## config.mk

```make
export PLATFORM = sky130hd
export DESIGN_NAME = mms_ctrl
export DESIGN_NICKNAME = d
export VERILOG_FILES = /design/src/rtl/mms_pkg.sv /design/src/rtl/mms_ctrl.sv
export VERILOG_INCLUDE_DIRS = /design/src /design/src/rtl
export SDC_FILE = /design/constraint.sdc
export NUM_CORES = 1
export LEC_CHECK = 0
export BUFFER_PORTS_ARGS = -buffer_cell sky130_fd_sc_hd__buf_2
export CORE_ASPECT_RATIO = 1.1
export CORE_MARGIN = 3
export CORE_UTILIZATION = 30
export DETAILED_ROUTE_END_ITERATION = 7
export PLACE_DENSITY = 0.44
export SYNTH_ARGS = -nofsm -noshare
export SYNTH_HDL_FRONTEND = slang
export SYNTH_SLANG_ARGS = --single-unit
```

## constraint.sdc

```tcl
create_clock -name pclk -period 6.2 [get_ports pclk]
set_clock_uncertainty 0.2 [all_clocks]
set_input_delay 0.31 -clock pclk [delete_from_list [all_inputs] [get_ports pclk]]
set_output_delay 0.31 -clock pclk [all_outputs]
set_load 0.02 [all_outputs]
```

## src/rtl/mms_map.svh

```systemverilog
// register map, field positions, reset values and timing figures
`ifndef MMS_MAP_SVH
`define MMS_MAP_SVH
// register byte offsets
`define MMS_CTRL_OFS      8'h00
`define MMS_UART_OFS      8'h04
`define MMS_STAT_OFS      8'h08
`define MMS_FCODE_OFS     8'h0C
`define MMS_PSAVE_OFS     8'h10
// control register bits
`define MMS_C_CMDSET      0
`define MMS_C_ESC         1
`define MMS_C_TOOL        2
`define MMS_C_SLEEP       3
`define MMS_C_PSAVE       4
`define MMS_C_REBOOT      5
`define MMS_C_FCLR        6
`define MMS_C_BAND_LO     8
`define MMS_C_BAND_HI     9
// serial format register fields
`define MMS_U_BAUD_HI     17
`define MMS_U_DBITS_LO    20
`define MMS_U_DBITS_HI    23
`define MMS_U_PAR_LO      24
`define MMS_U_PAR_HI      25
`define MMS_U_STOP2       26
// reset values: 9600 baud, 8 data bits, no parity, 1 stop bit
`define MMS_UART_RST      27'h080_2580
`define MMS_N_BANDS       2'h3
// service format: 38400 baud, 8 data bits
`define MMS_SVC_BAUD      18'h0_9600
`define MMS_SVC_DBITS     4'h8
// timing, in the unit named
`define MMS_CLK_NS        4
`define MMS_MS_NS         1000000
`define MMS_WAKE_NS       10000
`define MMS_WAKE_CYC      ((`MMS_WAKE_NS + `MMS_CLK_NS - 1) / `MMS_CLK_NS)
`define MMS_TOOL_MS       1000
`define MMS_ESC_MS        500
`define MMS_FAULT_MS      250
`define MMS_REBOOT_MS     5000
`define MMS_MARG_MS       60
`define MMS_OVL_MS        100
`define MMS_STUDY_PKTS    4
`define MMS_RESTUDY_CYC   100
`endif

```

## src/rtl/mms_pkg.sv

```systemverilog
// types shared by the mode and status control block
package mms_pkg;
   typedef enum logic [2:0] {
      ST_OFF, ST_ON, ST_LSLEEP, ST_PSAVE, ST_FAULT, ST_SAFE
   } mms_state_type;
   typedef enum logic [2:0] {
      PAT_HIGH, PAT_LOW, PAT_RX, PAT_TX, PAT_TOOL, PAT_ESC, PAT_FAULT
   } mms_pat_type;
endpackage

```

## src/rtl/mms_ctrl.sv

```systemverilog
// mode, status indicator and serial format control with APB registers
// Functional notes
// - service input low forces serial port to 38400 baud, 8N1
// - service input leaves settings and mode alone; release restores format
// - service input low forces configuration commands enabled
// - indicator static high while searching for a new frame
// - indicator low for the whole of each received frame
// - indicator static low in light sleep
// - indicator toggles once per transmission while transmitting
// - indicator toggles every 1 s while configuration tool connected
// - indicator toggles every 500 ms when commands enabled by escape only
// - indicator toggles every 250 ms on fault; fault codes kept readable
// - fault enters fault handling and reboots 5 s later
// - radio transmit and receive blocked during malfunction
// - safe mode follows fault reboot; fault codes stay readable
// - receive searches for sync before switching to receive data
// - four power states; enable high with supply enters on state
// - enable low shuts down and clears escape, tool, sleep and power save; uart, band, command setting and fault code are kept
// - one of three bands active; configuration targets that band
// - band change applies at reboot; reboot returns to data mode
// - power save adapts sleep time to received packet timing
// - line change of at least 10 us wakes light sleep, answers OK
// - service input is active low, idle high
`include "mms_map.svh"
`timescale 1ns/10ps
`default_nettype none
module mms_ctrl #(
   parameter int unsigned MS_CYCLES = `MMS_MS_NS / `MMS_CLK_NS
) (
   // clock and reset
   input  wire logic        pclk,
   input  wire logic        presetn,
   // apb slave
   input  wire logic        psel,
   input  wire logic        penable,
   input  wire logic        pwrite,
   input  wire logic [7:0]  paddr,
   input  wire logic [31:0] pwdata,
   output logic      [31:0] prdata,
   output logic             pready,
   output logic             pslverr,
   // host control pins
   input  wire logic        module_enable_in,
   input  wire logic        service_n_in,
   input  wire logic        host_transmit_line,
   // radio core events
   input  wire logic        sync_found_in,
   input  wire logic        frame_active_in,
   input  wire logic        tx_active_in,
   input  wire logic        tx_start_in,
   input  wire logic        fault_in,
   input  wire logic [7:0]  fault_code_in,
   // status and control outputs
   output logic             mode_indicator,
   output logic             radio_rx_en,
   output logic             radio_tx_en,
   output logic             power_down,
   output logic             reboot_pulse,
   output logic             wake_ok,
   output logic [1:0]       band_sel,
   output logic             config_command_en,
   // primary serial port format
   output logic [17:0]      port_baud,
   output logic [3:0]       port_data_bits,
   output logic [1:0]       port_parity,
   output logic             port_stop2
);
   localparam logic [17:0] MS_LAST = 18'(MS_CYCLES - 1);

   // millisecond tick divider
   logic [17:0] ms_cnt_ff, nxt_ms_cnt;
   logic        tick_ff, nxt_tick;
   always_comb begin
      nxt_tick   = (ms_cnt_ff == MS_LAST);
      nxt_ms_cnt = nxt_tick ? 18'h0_0000 : ms_cnt_ff + 18'h0_0001;
   end
   always_ff @(posedge pclk or negedge presetn) begin
      if (!presetn) begin
         ms_cnt_ff <= 18'h0_0000;
         tick_ff   <= 1'b0;
      end else begin
         ms_cnt_ff <= nxt_ms_cnt;
         tick_ff   <= nxt_tick;
      end
   end

   // shared state, declared ahead of the groups that read it
   mms_pkg::mms_state_type state_ff, nxt_state;
   logic        cmdset_ff, esc_ff, tool_ff, sleep_req_ff, psave_ff;
   logic [1:0]  band_pend_ff, band_act_ff;
   logic [26:0] uart_ff;
   logic [7:0]  fcode_ff;
   logic        rx_data_ff, ps_sleep_ff, ind_ff, cmd_en_ff, reboot_ff;
   logic [2:0]  ps_n_ff;
   logic [15:0] tmin_ff;
   logic        svc_act, wr_ctrl, reboot_wr, fclr_wr;
   assign svc_act   = ~service_n_in;
   assign wr_ctrl   = psel & penable & pready & pwrite &
                      (paddr == `MMS_CTRL_OFS);
   assign reboot_wr = wr_ctrl & pwdata[`MMS_C_REBOOT];
   assign fclr_wr   = wr_ctrl & pwdata[`MMS_C_FCLR];

   // apb slave: data latched in setup, answer in the access cycle
   logic [31:0] prdata_ff, nxt_prdata;
   logic        pready_ff, nxt_pready, pslverr_ff, nxt_pslverr;
   always_comb begin
      nxt_prdata  = 32'h0000_0000;
      nxt_pslverr = 1'b0;
      nxt_pready  = psel & ~penable;
      case (paddr)
         `MMS_CTRL_OFS:  nxt_prdata = {22'h00_0000, band_pend_ff, 3'h0,
                            psave_ff, sleep_req_ff, tool_ff, esc_ff,
                            cmdset_ff};
         `MMS_UART_OFS:  nxt_prdata = {5'h00, uart_ff};
         `MMS_STAT_OFS:  nxt_prdata = {22'h00_0000, band_act_ff, ind_ff,
                            cmd_en_ff, svc_act, ps_sleep_ff, rx_data_ff,
                            state_ff};
         `MMS_FCODE_OFS: nxt_prdata = {24'h00_0000, fcode_ff};
         `MMS_PSAVE_OFS: nxt_prdata = {13'h0000, ps_n_ff, tmin_ff};
         default:        nxt_pslverr = psel & ~penable;
      endcase
      if (!(psel & ~penable)) begin
         nxt_prdata  = prdata_ff;
         nxt_pslverr = 1'b0;
      end
   end
   always_ff @(posedge pclk or negedge presetn) begin
      if (!presetn) begin
         prdata_ff  <= 32'h0000_0000;
         pready_ff  <= 1'b0;
         pslverr_ff <= 1'b0;
      end else begin
         prdata_ff  <= nxt_prdata;
         pready_ff  <= nxt_pready;
         pslverr_ff <= nxt_pslverr;
      end
   end

   // software settings; uart, command setting and band count as stored
   logic        nxt_cmdset, nxt_esc, nxt_tool, nxt_sleep_req, nxt_psave;
   logic [1:0]  nxt_band_pend, nxt_band_act;
   logic [26:0] nxt_uart;
   logic [7:0]  nxt_fcode;
   always_comb begin
      nxt_cmdset    = cmdset_ff;
      nxt_esc       = esc_ff;
      nxt_tool      = tool_ff;
      nxt_sleep_req = sleep_req_ff & (state_ff != mms_pkg::ST_LSLEEP);
      nxt_psave     = psave_ff;
      nxt_band_pend = band_pend_ff;
      nxt_band_act  = band_act_ff;
      nxt_uart      = uart_ff;
      nxt_fcode     = fcode_ff;
      if (state_ff == mms_pkg::ST_OFF) begin
         nxt_esc       = 1'b0;
         nxt_tool      = 1'b0;
         nxt_sleep_req = 1'b0;
         nxt_psave     = 1'b0;
      end
      if (reboot_ff) begin
         nxt_band_act = band_pend_ff;
         nxt_esc      = 1'b0;
      end
      if (wr_ctrl) begin
         nxt_cmdset = pwdata[`MMS_C_CMDSET];
         nxt_esc    = pwdata[`MMS_C_ESC];
         nxt_tool   = pwdata[`MMS_C_TOOL];
         nxt_psave  = pwdata[`MMS_C_PSAVE];
         nxt_sleep_req = nxt_sleep_req | pwdata[`MMS_C_SLEEP];
         // only codes below the band count are accepted
         if (pwdata[`MMS_C_BAND_HI:`MMS_C_BAND_LO] < `MMS_N_BANDS)
            nxt_band_pend = pwdata[`MMS_C_BAND_HI:`MMS_C_BAND_LO];
      end
      if (psel & penable & pready & pwrite & (paddr == `MMS_UART_OFS))
         nxt_uart = pwdata[26:0];
      if (fclr_wr)
         nxt_fcode = 8'h00;
      if (fault_in)
         nxt_fcode = fault_code_in; // capture wins over clear
   end
   always_ff @(posedge pclk or negedge presetn) begin
      if (!presetn) begin
         cmdset_ff    <= 1'b0;
         esc_ff       <= 1'b0;
         tool_ff      <= 1'b0;
         sleep_req_ff <= 1'b0;
         psave_ff     <= 1'b0;
         band_pend_ff <= 2'h0;
         band_act_ff  <= 2'h0;
         uart_ff      <= `MMS_UART_RST;
         fcode_ff     <= 8'h00;
      end else begin
         cmdset_ff    <= nxt_cmdset;
         esc_ff       <= nxt_esc;
         tool_ff      <= nxt_tool;
         sleep_req_ff <= nxt_sleep_req;
         psave_ff     <= nxt_psave;
         band_pend_ff <= nxt_band_pend;
         band_act_ff  <= nxt_band_act;
         uart_ff      <= nxt_uart;
         fcode_ff     <= nxt_fcode;
      end
   end

   // wake detector: a new line level must hold for the minimum pulse
   logic        line_lvl_ff, nxt_line_lvl, wake_ff, nxt_wake;
   logic [11:0] line_cnt_ff, nxt_line_cnt;
   always_comb begin
      nxt_line_lvl = line_lvl_ff;
      nxt_wake     = 1'b0;
      nxt_line_cnt = 12'h000;
      if (host_transmit_line != line_lvl_ff) begin
         nxt_line_cnt = line_cnt_ff + 12'h001;
         if (line_cnt_ff == 12'(`MMS_WAKE_CYC - 1)) begin
            nxt_line_lvl = host_transmit_line;
            nxt_wake     = 1'b1;
         end
      end
   end
   always_ff @(posedge pclk or negedge presetn) begin
      if (!presetn) begin
         line_lvl_ff <= 1'b1;
         line_cnt_ff <= 12'h000;
         wake_ff     <= 1'b0;
      end else begin
         line_lvl_ff <= nxt_line_lvl;
         line_cnt_ff <= nxt_line_cnt;
         wake_ff     <= nxt_wake;
      end
   end

   // power state machine with fault, reboot and safe handling
   logic [15:0] st_ms_ff, nxt_st_ms;
   logic        nxt_reboot, wake_ok_ff, nxt_wake_ok;
   logic        rx_en_ff, nxt_rx_en, tx_en_ff, nxt_tx_en, pdn_ff, nxt_pdn;
   always_comb begin
      nxt_state   = state_ff;
      nxt_reboot  = 1'b0;
      nxt_wake_ok = 1'b0;
      case (state_ff)
         mms_pkg::ST_OFF:
            nxt_state = mms_pkg::ST_ON;
         mms_pkg::ST_ON: begin
            if (fault_in)
               nxt_state = mms_pkg::ST_FAULT;
            else if (reboot_wr)
               nxt_reboot = 1'b1;
            else if (sleep_req_ff)
               nxt_state = mms_pkg::ST_LSLEEP;
            else if (psave_ff)
               nxt_state = mms_pkg::ST_PSAVE;
         end
         mms_pkg::ST_LSLEEP: begin
            if (fault_in)
               nxt_state = mms_pkg::ST_FAULT;
            else if (wake_ff) begin
               nxt_state   = mms_pkg::ST_ON;
               nxt_wake_ok = 1'b1;
            end
         end
         mms_pkg::ST_PSAVE: begin
            if (fault_in)
               nxt_state = mms_pkg::ST_FAULT;
            else if (sleep_req_ff)
               nxt_state = mms_pkg::ST_LSLEEP;
            else if (!psave_ff)
               nxt_state = mms_pkg::ST_ON;
         end
         mms_pkg::ST_FAULT: begin
            if (tick_ff && st_ms_ff == 16'(`MMS_REBOOT_MS - 1)) begin
               nxt_state  = mms_pkg::ST_SAFE;
               nxt_reboot = 1'b1;
            end
         end
         mms_pkg::ST_SAFE:
            if (fclr_wr & ~fault_in)
               nxt_state = mms_pkg::ST_ON;
         default:
            nxt_state = mms_pkg::ST_OFF;
      endcase
      if (!module_enable_in)
         nxt_state = mms_pkg::ST_OFF;
      if (nxt_state != state_ff)
         nxt_st_ms = 16'h0000;
      else
         nxt_st_ms = st_ms_ff + {15'h0000, tick_ff};
      // radio held off in any fault condition
      nxt_rx_en = ~fault_in & ((state_ff == mms_pkg::ST_ON) |
                  (state_ff == mms_pkg::ST_PSAVE & ~ps_sleep_ff));
      nxt_tx_en = ~fault_in & (state_ff == mms_pkg::ST_ON);
      nxt_pdn   = (nxt_state == mms_pkg::ST_OFF);
   end
   always_ff @(posedge pclk or negedge presetn) begin
      if (!presetn) begin
         state_ff   <= mms_pkg::ST_OFF;
         st_ms_ff   <= 16'h0000;
         reboot_ff  <= 1'b0;
         wake_ok_ff <= 1'b0;
         rx_en_ff   <= 1'b0;
         tx_en_ff   <= 1'b0;
         pdn_ff     <= 1'b1;
      end else begin
         state_ff   <= nxt_state;
         st_ms_ff   <= nxt_st_ms;
         reboot_ff  <= nxt_reboot;
         wake_ok_ff <= nxt_wake_ok;
         rx_en_ff   <= nxt_rx_en;
         tx_en_ff   <= nxt_tx_en;
         pdn_ff     <= nxt_pdn;
      end
   end

   // receive function and power save interval study
   logic        nxt_rx_data, nxt_ps_sleep, rx_start, rx_end;
   logic [2:0]  nxt_ps_n;
   logic [6:0]  ps_cyc_ff, nxt_ps_cyc;
   logic [15:0] nxt_tmin, gap_ff, nxt_gap, len_ff, nxt_len;
   logic [15:0] txlen_ff, nxt_txlen, slp_ff, nxt_slp, marg, slen;
   logic [16:0] lim;
   assign rx_start = sync_found_in & ~rx_data_ff & rx_en_ff;
   assign rx_end   = rx_data_ff & ~frame_active_in;
   always_comb begin
      marg = (tmin_ff >> 3) + 16'(`MMS_MARG_MS);
      slen = (tmin_ff > marg + txlen_ff) ? tmin_ff - marg - txlen_ff
                                         : 16'h0000;
      lim  = {1'b0, tmin_ff} + {1'b0, marg} + 17'(`MMS_OVL_MS);
      nxt_rx_data  = (rx_data_ff | rx_start) & ~rx_end & rx_en_ff;
      nxt_ps_n     = ps_n_ff;
      nxt_tmin     = tmin_ff;
      nxt_ps_sleep = ps_sleep_ff;
      nxt_slp      = slp_ff;
      nxt_ps_cyc   = ps_cyc_ff;
      nxt_txlen    = rx_end ? len_ff : txlen_ff;
      nxt_gap = (tick_ff & ~&gap_ff) ? gap_ff + 16'h0001 : gap_ff;
      nxt_len = (tick_ff & rx_data_ff) ? len_ff + 16'h0001 : len_ff;
      if (rx_start) begin
         if (ps_n_ff != 3'h0 && gap_ff < tmin_ff)
            nxt_tmin = gap_ff;
         if (ps_n_ff != 3'(`MMS_STUDY_PKTS))
            nxt_ps_n = ps_n_ff + 3'h1;
         nxt_gap = 16'h0000;
         nxt_len = 16'h0000;
      end
      if (rx_end && ps_n_ff == 3'(`MMS_STUDY_PKTS)) begin
         nxt_ps_sleep = 1'b1;
         nxt_slp      = slen;
      end
      if (ps_sleep_ff & tick_ff) begin
         if (slp_ff == 16'h0000) begin
            nxt_ps_sleep = 1'b0;
            nxt_ps_cyc   = ps_cyc_ff + 7'h01;
         end else
            nxt_slp = slp_ff - 16'h0001;
      end
      // study restarts after the cycle limit or on a missed slot
      if ((ps_sleep_ff & tick_ff & slp_ff == 16'h0000 &
           ps_cyc_ff == 7'(`MMS_RESTUDY_CYC - 1)) |
          (~ps_sleep_ff & ps_n_ff == 3'(`MMS_STUDY_PKTS) &
           {1'b0, gap_ff} > lim) | (state_ff != mms_pkg::ST_PSAVE)) begin
         nxt_ps_n     = 3'h0;
         nxt_tmin     = 16'hFFFF;
         nxt_ps_cyc   = 7'h00;
         nxt_ps_sleep = nxt_ps_sleep & (state_ff == mms_pkg::ST_PSAVE);
      end
   end
   always_ff @(posedge pclk or negedge presetn) begin
      if (!presetn) begin
         rx_data_ff  <= 1'b0;
         ps_n_ff     <= 3'h0;
         tmin_ff     <= 16'hFFFF;
         ps_sleep_ff <= 1'b0;
         slp_ff      <= 16'h0000;
         ps_cyc_ff   <= 7'h00;
         txlen_ff    <= 16'h0000;
         gap_ff      <= 16'h0000;
         len_ff      <= 16'h0000;
      end else begin
         rx_data_ff  <= nxt_rx_data;
         ps_n_ff     <= nxt_ps_n;
         tmin_ff     <= nxt_tmin;
         ps_sleep_ff <= nxt_ps_sleep;
         slp_ff      <= nxt_slp;
         ps_cyc_ff   <= nxt_ps_cyc;
         txlen_ff    <= nxt_txlen;
         gap_ff      <= nxt_gap;
         len_ff      <= nxt_len;
      end
   end

   // status indicator: pattern chosen by priority, then driven
   mms_pkg::mms_pat_type pat_ff, nxt_pat;
   logic [9:0]  blk_ff, nxt_blk, per;
   logic        nxt_ind;
   always_comb begin
      if (state_ff == mms_pkg::ST_FAULT || state_ff == mms_pkg::ST_SAFE)
         nxt_pat = mms_pkg::PAT_FAULT;
      else if (tool_ff)
         nxt_pat = mms_pkg::PAT_TOOL;
      else if (esc_ff & ~cmdset_ff)
         nxt_pat = mms_pkg::PAT_ESC;
      else if (state_ff == mms_pkg::ST_LSLEEP || state_ff == mms_pkg::ST_OFF)
         nxt_pat = mms_pkg::PAT_LOW;
      else if (tx_active_in)
         nxt_pat = mms_pkg::PAT_TX;
      else if (rx_data_ff)
         nxt_pat = mms_pkg::PAT_RX;
      else
         nxt_pat = mms_pkg::PAT_HIGH;
      case (pat_ff)
         mms_pkg::PAT_TOOL:  per = 10'(`MMS_TOOL_MS);
         mms_pkg::PAT_ESC:   per = 10'(`MMS_ESC_MS);
         mms_pkg::PAT_FAULT: per = 10'(`MMS_FAULT_MS);
         default:            per = 10'h3FF;
      endcase
      nxt_blk = blk_ff;
      nxt_ind = ind_ff;
      case (pat_ff)
         mms_pkg::PAT_HIGH: nxt_ind = 1'b1;
         mms_pkg::PAT_LOW:  nxt_ind = 1'b0;
         mms_pkg::PAT_RX:   nxt_ind = 1'b0;
         mms_pkg::PAT_TX:   nxt_ind = ind_ff ^ tx_start_in;
         default: begin
            if (tick_ff) begin
               if (blk_ff == per - 10'h001) begin
                  nxt_blk = 10'h000;
                  nxt_ind = ~ind_ff;
               end else
                  nxt_blk = blk_ff + 10'h001;
            end
         end
      endcase
      // a fresh pattern restarts its interval from a known level
      if (nxt_pat != pat_ff) begin
         nxt_blk = 10'h000;
         nxt_ind = (nxt_pat != mms_pkg::PAT_LOW &&
                    nxt_pat != mms_pkg::PAT_RX);
      end
   end
   always_ff @(posedge pclk or negedge presetn) begin
      if (!presetn) begin
         pat_ff <= mms_pkg::PAT_LOW;
         blk_ff <= 10'h000;
         ind_ff <= 1'b0;
      end else begin
         pat_ff <= nxt_pat;
         blk_ff <= nxt_blk;
         ind_ff <= nxt_ind;
      end
   end

   // serial format: service input overrides without touching settings
   logic [17:0] baud_ff, nxt_baud;
   logic [3:0]  dbits_ff, nxt_dbits;
   logic [1:0]  par_ff, nxt_par;
   logic        stop2_ff, nxt_stop2, nxt_cmd_en;
   always_comb begin
      nxt_cmd_en = cmdset_ff | esc_ff | svc_act;
      if (svc_act) begin
         nxt_baud  = `MMS_SVC_BAUD;
         nxt_dbits = `MMS_SVC_DBITS;
         nxt_par   = 2'h0;
         nxt_stop2 = 1'b0;
      end else begin
         nxt_baud  = uart_ff[`MMS_U_BAUD_HI:0];
         nxt_dbits = uart_ff[`MMS_U_DBITS_HI:`MMS_U_DBITS_LO];
         nxt_par   = uart_ff[`MMS_U_PAR_HI:`MMS_U_PAR_LO];
         nxt_stop2 = uart_ff[`MMS_U_STOP2];
      end
   end
   always_ff @(posedge pclk or negedge presetn) begin
      if (!presetn) begin
         baud_ff   <= `MMS_SVC_BAUD;
         dbits_ff  <= `MMS_SVC_DBITS;
         par_ff    <= 2'h0;
         stop2_ff  <= 1'b0;
         cmd_en_ff <= 1'b0;
      end else begin
         baud_ff   <= nxt_baud;
         dbits_ff  <= nxt_dbits;
         par_ff    <= nxt_par;
         stop2_ff  <= nxt_stop2;
         cmd_en_ff <= nxt_cmd_en;
      end
   end

   // outputs straight from flip-flops
   assign prdata            = prdata_ff;
   assign pready            = pready_ff;
   assign pslverr           = pslverr_ff;
   assign mode_indicator    = ind_ff;
   assign radio_rx_en       = rx_en_ff;
   assign radio_tx_en       = tx_en_ff;
   assign power_down        = pdn_ff;
   assign reboot_pulse      = reboot_ff;
   assign wake_ok           = wake_ok_ff;
   assign band_sel          = band_act_ff;
   assign config_command_en = cmd_en_ff;
   assign port_baud         = baud_ff;
   assign port_data_bits    = dbits_ff;
   assign port_parity       = par_ff;
   assign port_stop2        = stop2_ff;
endmodule // mms_ctrl
`default_nettype wire

```

==> key figures, run 1 <==
Worst setup path
  – Critical path, cell by cell: inv_1 > ha_1 > and3_1 > nor3_1 > nand3_1 > xnor2_1 > inv_1 > ha_1 > or2_2 > a21oi_1 > a21oi_1 > a21o_1 > a21oi_1 > xnor2_1 > ha_1 > nand4_1 > o21ai_0 > a21oi_1 > a311oi_1 > nand2_1 > buf_4 > o31ai_1
  – CP bufs+invs: 3
  – Critical Path End Type: flip-flop
  – Startpoint Class: flip-flop
  – CP max stage cell: dfstp_2
  – Setup CP Type: reg -> reg
  – Crit path max-delay family: compound AO/OA/AOI/OAI gates
  – Worst Path Arrival: around 5700 ps
  – Worst path required time: between 6000 and 7000 ps
  – Crit path largest cell delay: 530 ps
  – Critical Path Most Common Cell: a21oi_1
  – Critical Path Fanout Max: 14

Global route
  – First-pass GRT wire length: 70.51 mm
  – Number of global-route vias before repair: about 13000
  – Largest net degree at the start of global routing: between 150 and 200
  – Final global-route overflow total: 0
  – GRT Overall Usage: approximately 16%
  – Initial antenna violation count: 0

Die
  – Die W: 225.3 µm
  – Die area: ~56000 µm²
  – Row count: 87
  – Die Ht: ~250 µm
  – Initial Util: a little over 30%
  – IO Pins: 129
  – Core ar.: slightly above 50000 µm²

Clocking
  – Post_cts resized: 0
  – Clk_lat worst skew: 590 ps
  – CTS Buffer Depth: 3
  – Root buf cell: clkbuf_16
  – CTS buffer count: 31
  – Clock transition at the registers of the reported paths: approximately 60 ps
  – CTS tree: built
  – Clock Sinks: 262
  – H-tree depth: 1

Logic synthesis
  – Synth top area share: 36.75%
  – EDFF count, synth: 0
  – Sequential fraction of the synthesis area: ~42%
  – Top cell type by total area after synthesis: dfrtp_1
  – Most area-consuming cells after synthesis: dfrtp_1 (37%), ha_1 (10%), dfstp_2 (4.8%), xnor2_1 (3.9%), nand2_1 (3.5%)
  – FF+latch count, synth: approximately 260
  – Distinct cells, synth: 74
  – Cells after Synth: ~1700
  – Avg Cell Area, Syn: just under 10 µm²
  – Top_reg_cell synth: dfrtp_1
  – Ys async rst share: 100.0%
  – Synthesized area: about 16000 µm²
  – Yosys warns: 0

Placed design
  – GP Congestion: 0.7907
  – Port Buffers: 118
  – DPL Wire Length: 32.23 mm

Routing
  – WL final: roughly 44 mm
  – DR vias/cell: just under 5
  – DR iter-0 viols: about 640
  – Avg WL per Cell: 17.42 µm
  – TritonRoute pass-1 iters: 7
  – Antenna Nets Post-Route: 0
  – Routed via count: ~12000
  – Drt drc: 0

Timing
  – Setup Viol. Count Final: 0
  – RSZ-0062 raised after global routing: false
  – Final Hold Vio Count: 0
  – Relative slew slack: about 29%
  – Max frequency: around 180 MHz
  – Max Slew Vio Count: 0
  – Min cycle time layout: between 5000 and 6000 ps
  – Setup TNS: 0 ps
  – Fin Hold WS: 24.74 ps
  – Measured slew at the worst slew-check pin: around 1100 ps
  – Final worst-path cycle share: 87.28%

Pwr
  – Final Power: 0.004487 W
  – Leakage: 9.066 nW
  – Maximum vdd drop: about 0.15 mV
  – Power per Cell Area: approximately 240 nW/µm²

Layout
  – Register area: roughly 6600 µm²
  – Inserted Diodes: 0
  – Multi-input gate area: 8668 µm²
  – Area Growth Syn to Fin: 19.60%
  – Fill cell count: ~5200
  – Nets: slightly above 2000
  – Layout cells sized above 1: around 16%
  – Most frequent cells in the layout: dfrtp_1 (233), nand2_1 (149), nor2_1 (144), ha_1 (131), buf_2 (117)
  – Commonest non-fill, non-tap cell in the layout: dfrtp_1

Job
  – MaxCap Viol Count: 0

Worst hold path
  – Worst min path class: in -> reg

Status
  – Status: completed
## sequential cells by signal (all words and copies together) (netlist names), 4 cells and up
register and flops:
blk_ff 10, fcode_ff 8, gap_ff 16, len_ff 16
line_cnt_ff 12, ms_cnt_ff 18, port_baud 18, port_data_bits 4
prdata 27, ps_cyc_ff 7, slp_ff 16, st_ms_ff 16
tmin_ff 16, txlen_ff 16, uart_ff 27
## metal layers
| metal | wire length (µm) | vias up | global-route usage [%] |
|---|---|---|---|
| li1 | - | 6131 | - |
| met1 | 20480 | 6040 | 20.78 |
| met2 | 20680 | 225 | 27.13 |
| met3 | 1641 | 67 | 2.042 |
| met4 | 1081 | 0 | 4.393 |
| met5 | 0 | - | 0 |
## worst register-to-register path, delay by kind of cell, from the launching register on
family / cells / cell delay, ps
AO/OA/AOI/OAI: 8 / 1740
AND/OR/NAND/NOR: 6 / 1110
XOR/XNOR: 2 / 390
flip-flops: 1 / 530
adder cells (fa/ha/maj): 3 / 870
buffers and inverters: 3 / 460
## through the flow
stage                     setup WS (ps)  std cells  util, %  instance area, µm²
after floorplan                   960.0       1656        -               15880
after global placement            865.4       2403    33.28               17240
after detailed placement          785.4       2403    33.28               17240
after CTS                         766.8       2519    36.62               18970
after global routing              301.4       2519    36.62               18970
final                             788.5       2519    36.62               18970
## worst paths after layout
| kind | startpoint | to | slack, ps | cells after the start |
|---|---|---|---|---|
| setup / recovery | tmin_ff[5] | slp_ff[8] | 790 | 22 |
| hold / removal | tx_start_in | mode_indicator | 20 | 5 |
| setup reg to reg | tmin_ff[5] | slp_ff[8] | 790 | 22 |
| hold reg to reg | line_cnt_ff[0] | line_cnt_ff[0] | 280 | 1 |
| max in group asynchronous | presetn | gap_ff[14] | 4210 | 3 |
| min in group asynchronous | presetn | port_stop2 | 130 | 2 |
## synthesized netlist by cell type, drive strengths merged (3+ instances only)
| master | number |
|---|---|
| dfrtp | 233 |
| nand2 | 150 |
| nor2 | 145 |
| ha | 131 |
| inv | 107 |
| o21ai | 92 |
| a21oi | 83 |
| xnor2 | 71 |
| nand3 | 63 |
| xor2 | 62 |
| mux2 | 45 |
| clkbuf | 44 |
| nor3 | 34 |
| nand4 | 30 |
| dfstp | 29 |
| and3 | 28 |
| and2 | 26 |
| nand2b | 24 |
| a31oi | 22 |
| a21o | 21 |
| a211o | 20 |
| nor2b | 18 |
| fa | 14 |
| a22o | 13 |
| buf | 10 |
| nor4 | 10 |
| mux2i | 9 |
| nor4b | 9 |
| o31ai | 9 |
| or2 | 9 |
| a222oi | 8 |
| or3 | 8 |
| nand3b | 7 |
| o21bai | 7 |
| o211ai | 6 |
| a22oi | 5 |
| a31o | 4 |
| mux4 | 4 |
| o221ai | 4 |
| a211oi | 3 |
| or4 | 3 |
## cell type report
type | count | share of cell area, %
Clock buffer | 43 | 4.748
Clock inverter | 15 | 1.312
Inverter | 107 | 2.117
Multi-Input combinational cell | 1233 | 45.69
Sequential cell | 262 | 34.75
Tap cell | 667 | 4.399
Timing Repair Buffer | 192 | 6.990
## kinds of logic after synthesis
kind of cell	Yosys count	share of synthesized area, %
buffers and inverters	161	3.983
XOR/XNOR	133	7.390
AND/OR/NAND/NOR	573	17.69
flip-flops	262	41.56
adder cells (fa/ha/maj)	145	12.10
multiplexers	58	4.330
other	1	0.02364
AO/OA/AOI/OAI	319	12.93
## power breakdown
part	internal [W]	switching (W)	total [W]
Clock	0.00126	0.000770	0.00203
Combinational	0.000266	0.000357	0.000623
Sequential	0.00176	0.0000737	0.00183
Total	0.00329	0.00120	0.00449
## timing repair
item | CTS | global route
endpoints found under the hold margin | 149 | 0
endpoints found under the setup margin | 0 | 0
buffers inserted | 0 | 0
hold buffers | 58 | 0
Power figures use the tool's default switching activity.
==> inputs of run 2 (changes only) <==
--- a/config.mk
+++ b/config.mk
@@ -12,6 +12,7 @@
 export CORE_UTILIZATION = 30
 export DETAILED_ROUTE_END_ITERATION = 7
 export PLACE_DENSITY = 0.44
+export REMOVE_ABC_BUFFERS = 1
 export SYNTH_ARGS = -nofsm -noshare
 export SYNTH_HDL_FRONTEND = slang
 export SYNTH_SLANG_ARGS = --single-unit
==> run 2 against run 1 <==
Register-to-register slack got worse by 390 ps. First-iteration DRC count up 16%. Hold slack gained 11 ps. Final area increased by 0.14%. Non-clock buffer count did not move. Sequential share of layout area fell by 0.050 points.
==> key figures, run 2 (same netlist as run 1, synthesis figures left out) <==
Die
  – Core ar.: 51810 µm² (unchanged)
  – Initial Util: 30.62% (unchanged)
  – Row count: 87 (unchanged)
  – Die area: 55680 µm² (unchanged)
  – Die W: 225.3 µm (unchanged)
  – Die Ht: 247.2 µm (unchanged)
  – IO Pins: 129 (unchanged)

Layout
  – Most frequent cells in the layout: dfrtp_1 (233), nand2_1 (149), nor2_1 (144), ha_1 (131), buf_2 (117)
  – Final Cell Area: 19000 µm² (+0.14%)
  – Fin util: 36.67% (+0.053 points)
  – Fill cell count: 5195 (-0.67%)
  – Commonest non-fill, non-tap cell in the layout: dfrtp_1
  – Inserted Diodes: 0 (unchanged)
  – Multi-input gate area: 8668 µm² (unchanged)
  – Area Growth Syn to Fin: 19.77%
  – Nets: 2032 (-0.049%)
  – Register area: 6593 µm² (unchanged)
  – Layout cells sized above 1: 15.57% (+0.017 points)

Clocking
  – Hold_buf cts: 59 (+1.7%)
  – Clock Sinks: 262 (unchanged)
  – Root buf cell: clkbuf_16
  – CTS Buffer Depth: 3 (unchanged)
  – Clock transition at the registers of the reported paths: 60 ps (about the same)
  – Post_cts resized: 0 (unchanged)
  – CTS tree: built
  – H-tree depth: 1 (unchanged)
  – Clk_lat worst skew: 600 ps (about the same)
  – Post-CTS Setup Bufs: 0 (unchanged)
  – CTS buffer count: 30 (-3.2%)

Worst setup path
  – Worst path required time: 6460 ps (-30 ps)
  – R2R Setup Slk: 400 ps (-390 ps)
  – Startpoint Class: flip-flop
  – Critical Path End Type: flip-flop
  – Worst r2r dst: slp_ff[8]
  – Worst Path Arrival: 6060 ps (+360 ps)
  – Critical Path Fanout Max: 14 (unchanged)
  – Worst R2R Path Depth: 21 (-4.5%)
  – Setup CP Type: reg -> reg
  – RR Startpoint: tmin_ff[5]

Timing
  – Max Slew Vio Count: 0 (unchanged)
  – Final worst-path cycle share: 93.57% (+6.3 points)
  – Min cycle time layout: 5801 ps (+389.6 ps)
  – Fin Hold WS: 35.52 ps (+10.78 ps)
  – Measured slew at the worst slew-check pin: 1188 ps (+116.1 ps)
  – Max frequency: 172.4 MHz (-6.7%)
  – Setup TNS: 0 ps (unchanged)
  – RSZ-0062 raised after global routing: false
  – Relative slew slack: 20.48% (-8.0 points)
  – Setup Viol. Count Final: 0 (unchanged)
  – Final Hold Vio Count: 0 (unchanged)

Status
  – Status: completed

Placed design
  – Port Buffers: 118 (unchanged)
  – Cell Area, Placed: 17220 µm² (-0.12%)
  – DPL Wire Length: 31.76 mm (-1.4%)
  – GP Congestion: 0.8220 (+4.0%)

Routing
  – Routed via count: 12480 (+0.12%)
  – Avg WL per Cell: 17.19 µm (-1.3%)
  – WL final: 43.26 mm (-1.4%)
  – DR vias/cell: 4.957 (+0.20%)
  – Drt drc: 0 (unchanged)
  – Antenna Nets Post-Route: 0 (unchanged)
  – DR iter-0 viols: 742 (+16%)
  – TritonRoute pass-1 iters: 7 (unchanged)

Pwr
  – Maximum vdd drop: 0.2072 mV (+42%)
  – Final Power: 0.004550 W (+1.4%)
  – Power per Cell Area: 239.5 nW/µm² (+1.3%)
  – Leakage: 9.078 nW (+0.13%)

Worst hold path
  – Worst min path class: in -> reg
  – Hold Path End: mode_indicator
  – Hold_sp: tx_start_in
  – WHS Path Cells: 5 (unchanged)

Global route
  – Final global-route overflow total: 0 (unchanged)
  – Number of global-route vias before repair: 12720 (-0.59%)
  – Largest net degree at the start of global routing: 166 (+2.5%)
  – Global route hottest layer: met2
  – GR Util met1: 20.80% (+0.022 points)
  – GR Util met3: 1.591% (-0.45 points)
  – Met2 Use GR: 27.31% (+0.17 points)
  – Initial antenna violation count: 1 (+1)
  – First-pass GRT wire length: 70.15 mm (-0.51%)
  – GRT Overall Usage: 15.58% (-0.18 points)

Job
  – MaxCap Viol Count: 0 (unchanged)
==> run 2: through the flow <==
stage	instances	setup WS, ps
finish	2517	398.8
global route	2517	28.60
CTS	2517	422.8
detailed placement	2402	481.6
global placement	2402	544.2
floorplan	1602	718.7
==> run 2: layer usage <==
layer	share of wire [%]	up-vias
li1	-	6114
met1	47	6076
met2	48	239
met3	3.6	49
met4	1.7	0
met5	0	-
==> run 2: final cells by class <==
class / count / area share [%]
inverter: 107 / 2.114
sequential: 262 / 34.70
timing repair buffer: 192 / 6.927
multi-input combinational: 1233 / 45.62
tap: 667 / 4.392
clock buffer: 36 / 4.333
clock inverter: 20 / 1.916
==> run 2: how the worst max path moves through the flow <==
stage | start | end | slack [ps] | cells past startpoint
detailed placement | tmin_ff[5] | slp_ff[8] | 480 | 21
global route | tmin_ff[5] | slp_ff[8] | 30 | 21
floorplan | tmin_ff[5] | ps_n_ff[2] | 720 | 22
finish | tmin_ff[5] | slp_ff[8] | 400 | 21
CTS | tmin_ff[5] | slp_ff[8] | 420 | 21
global placement | tmin_ff[5] | slp_ff[8] | 540 | 21
==> run 2: critical path: stages, from the launching register on <==
cell      delay, ps
dfstp_2         520
inv_1           120
ha_1            260
and3_1          220
nor3_1          450
nand3_1         160
xnor2_1         300
inv_1           130
ha_1            340
or2_2           300
a21oi_1         180
a21oi_1          90
a21o_1          200
a21oi_1         160
xnor2_1         100
ha_1            300
nand4_1         130
o21ai_0         230
a21oi_1          60
a311oi_1        420
nand2_1         410
o31ai_1         360
==> run 2: where the power goes <==
| part | internal (W) | switching [W] | leakage (nW) |
|---|---|---|---|
| sequential | 0.00175 | 0.0000748 | 3.48 |
| combinational | 0.000268 | 0.000364 | 5.01 |
| clock | 0.00133 | 0.000763 | 0.582 |
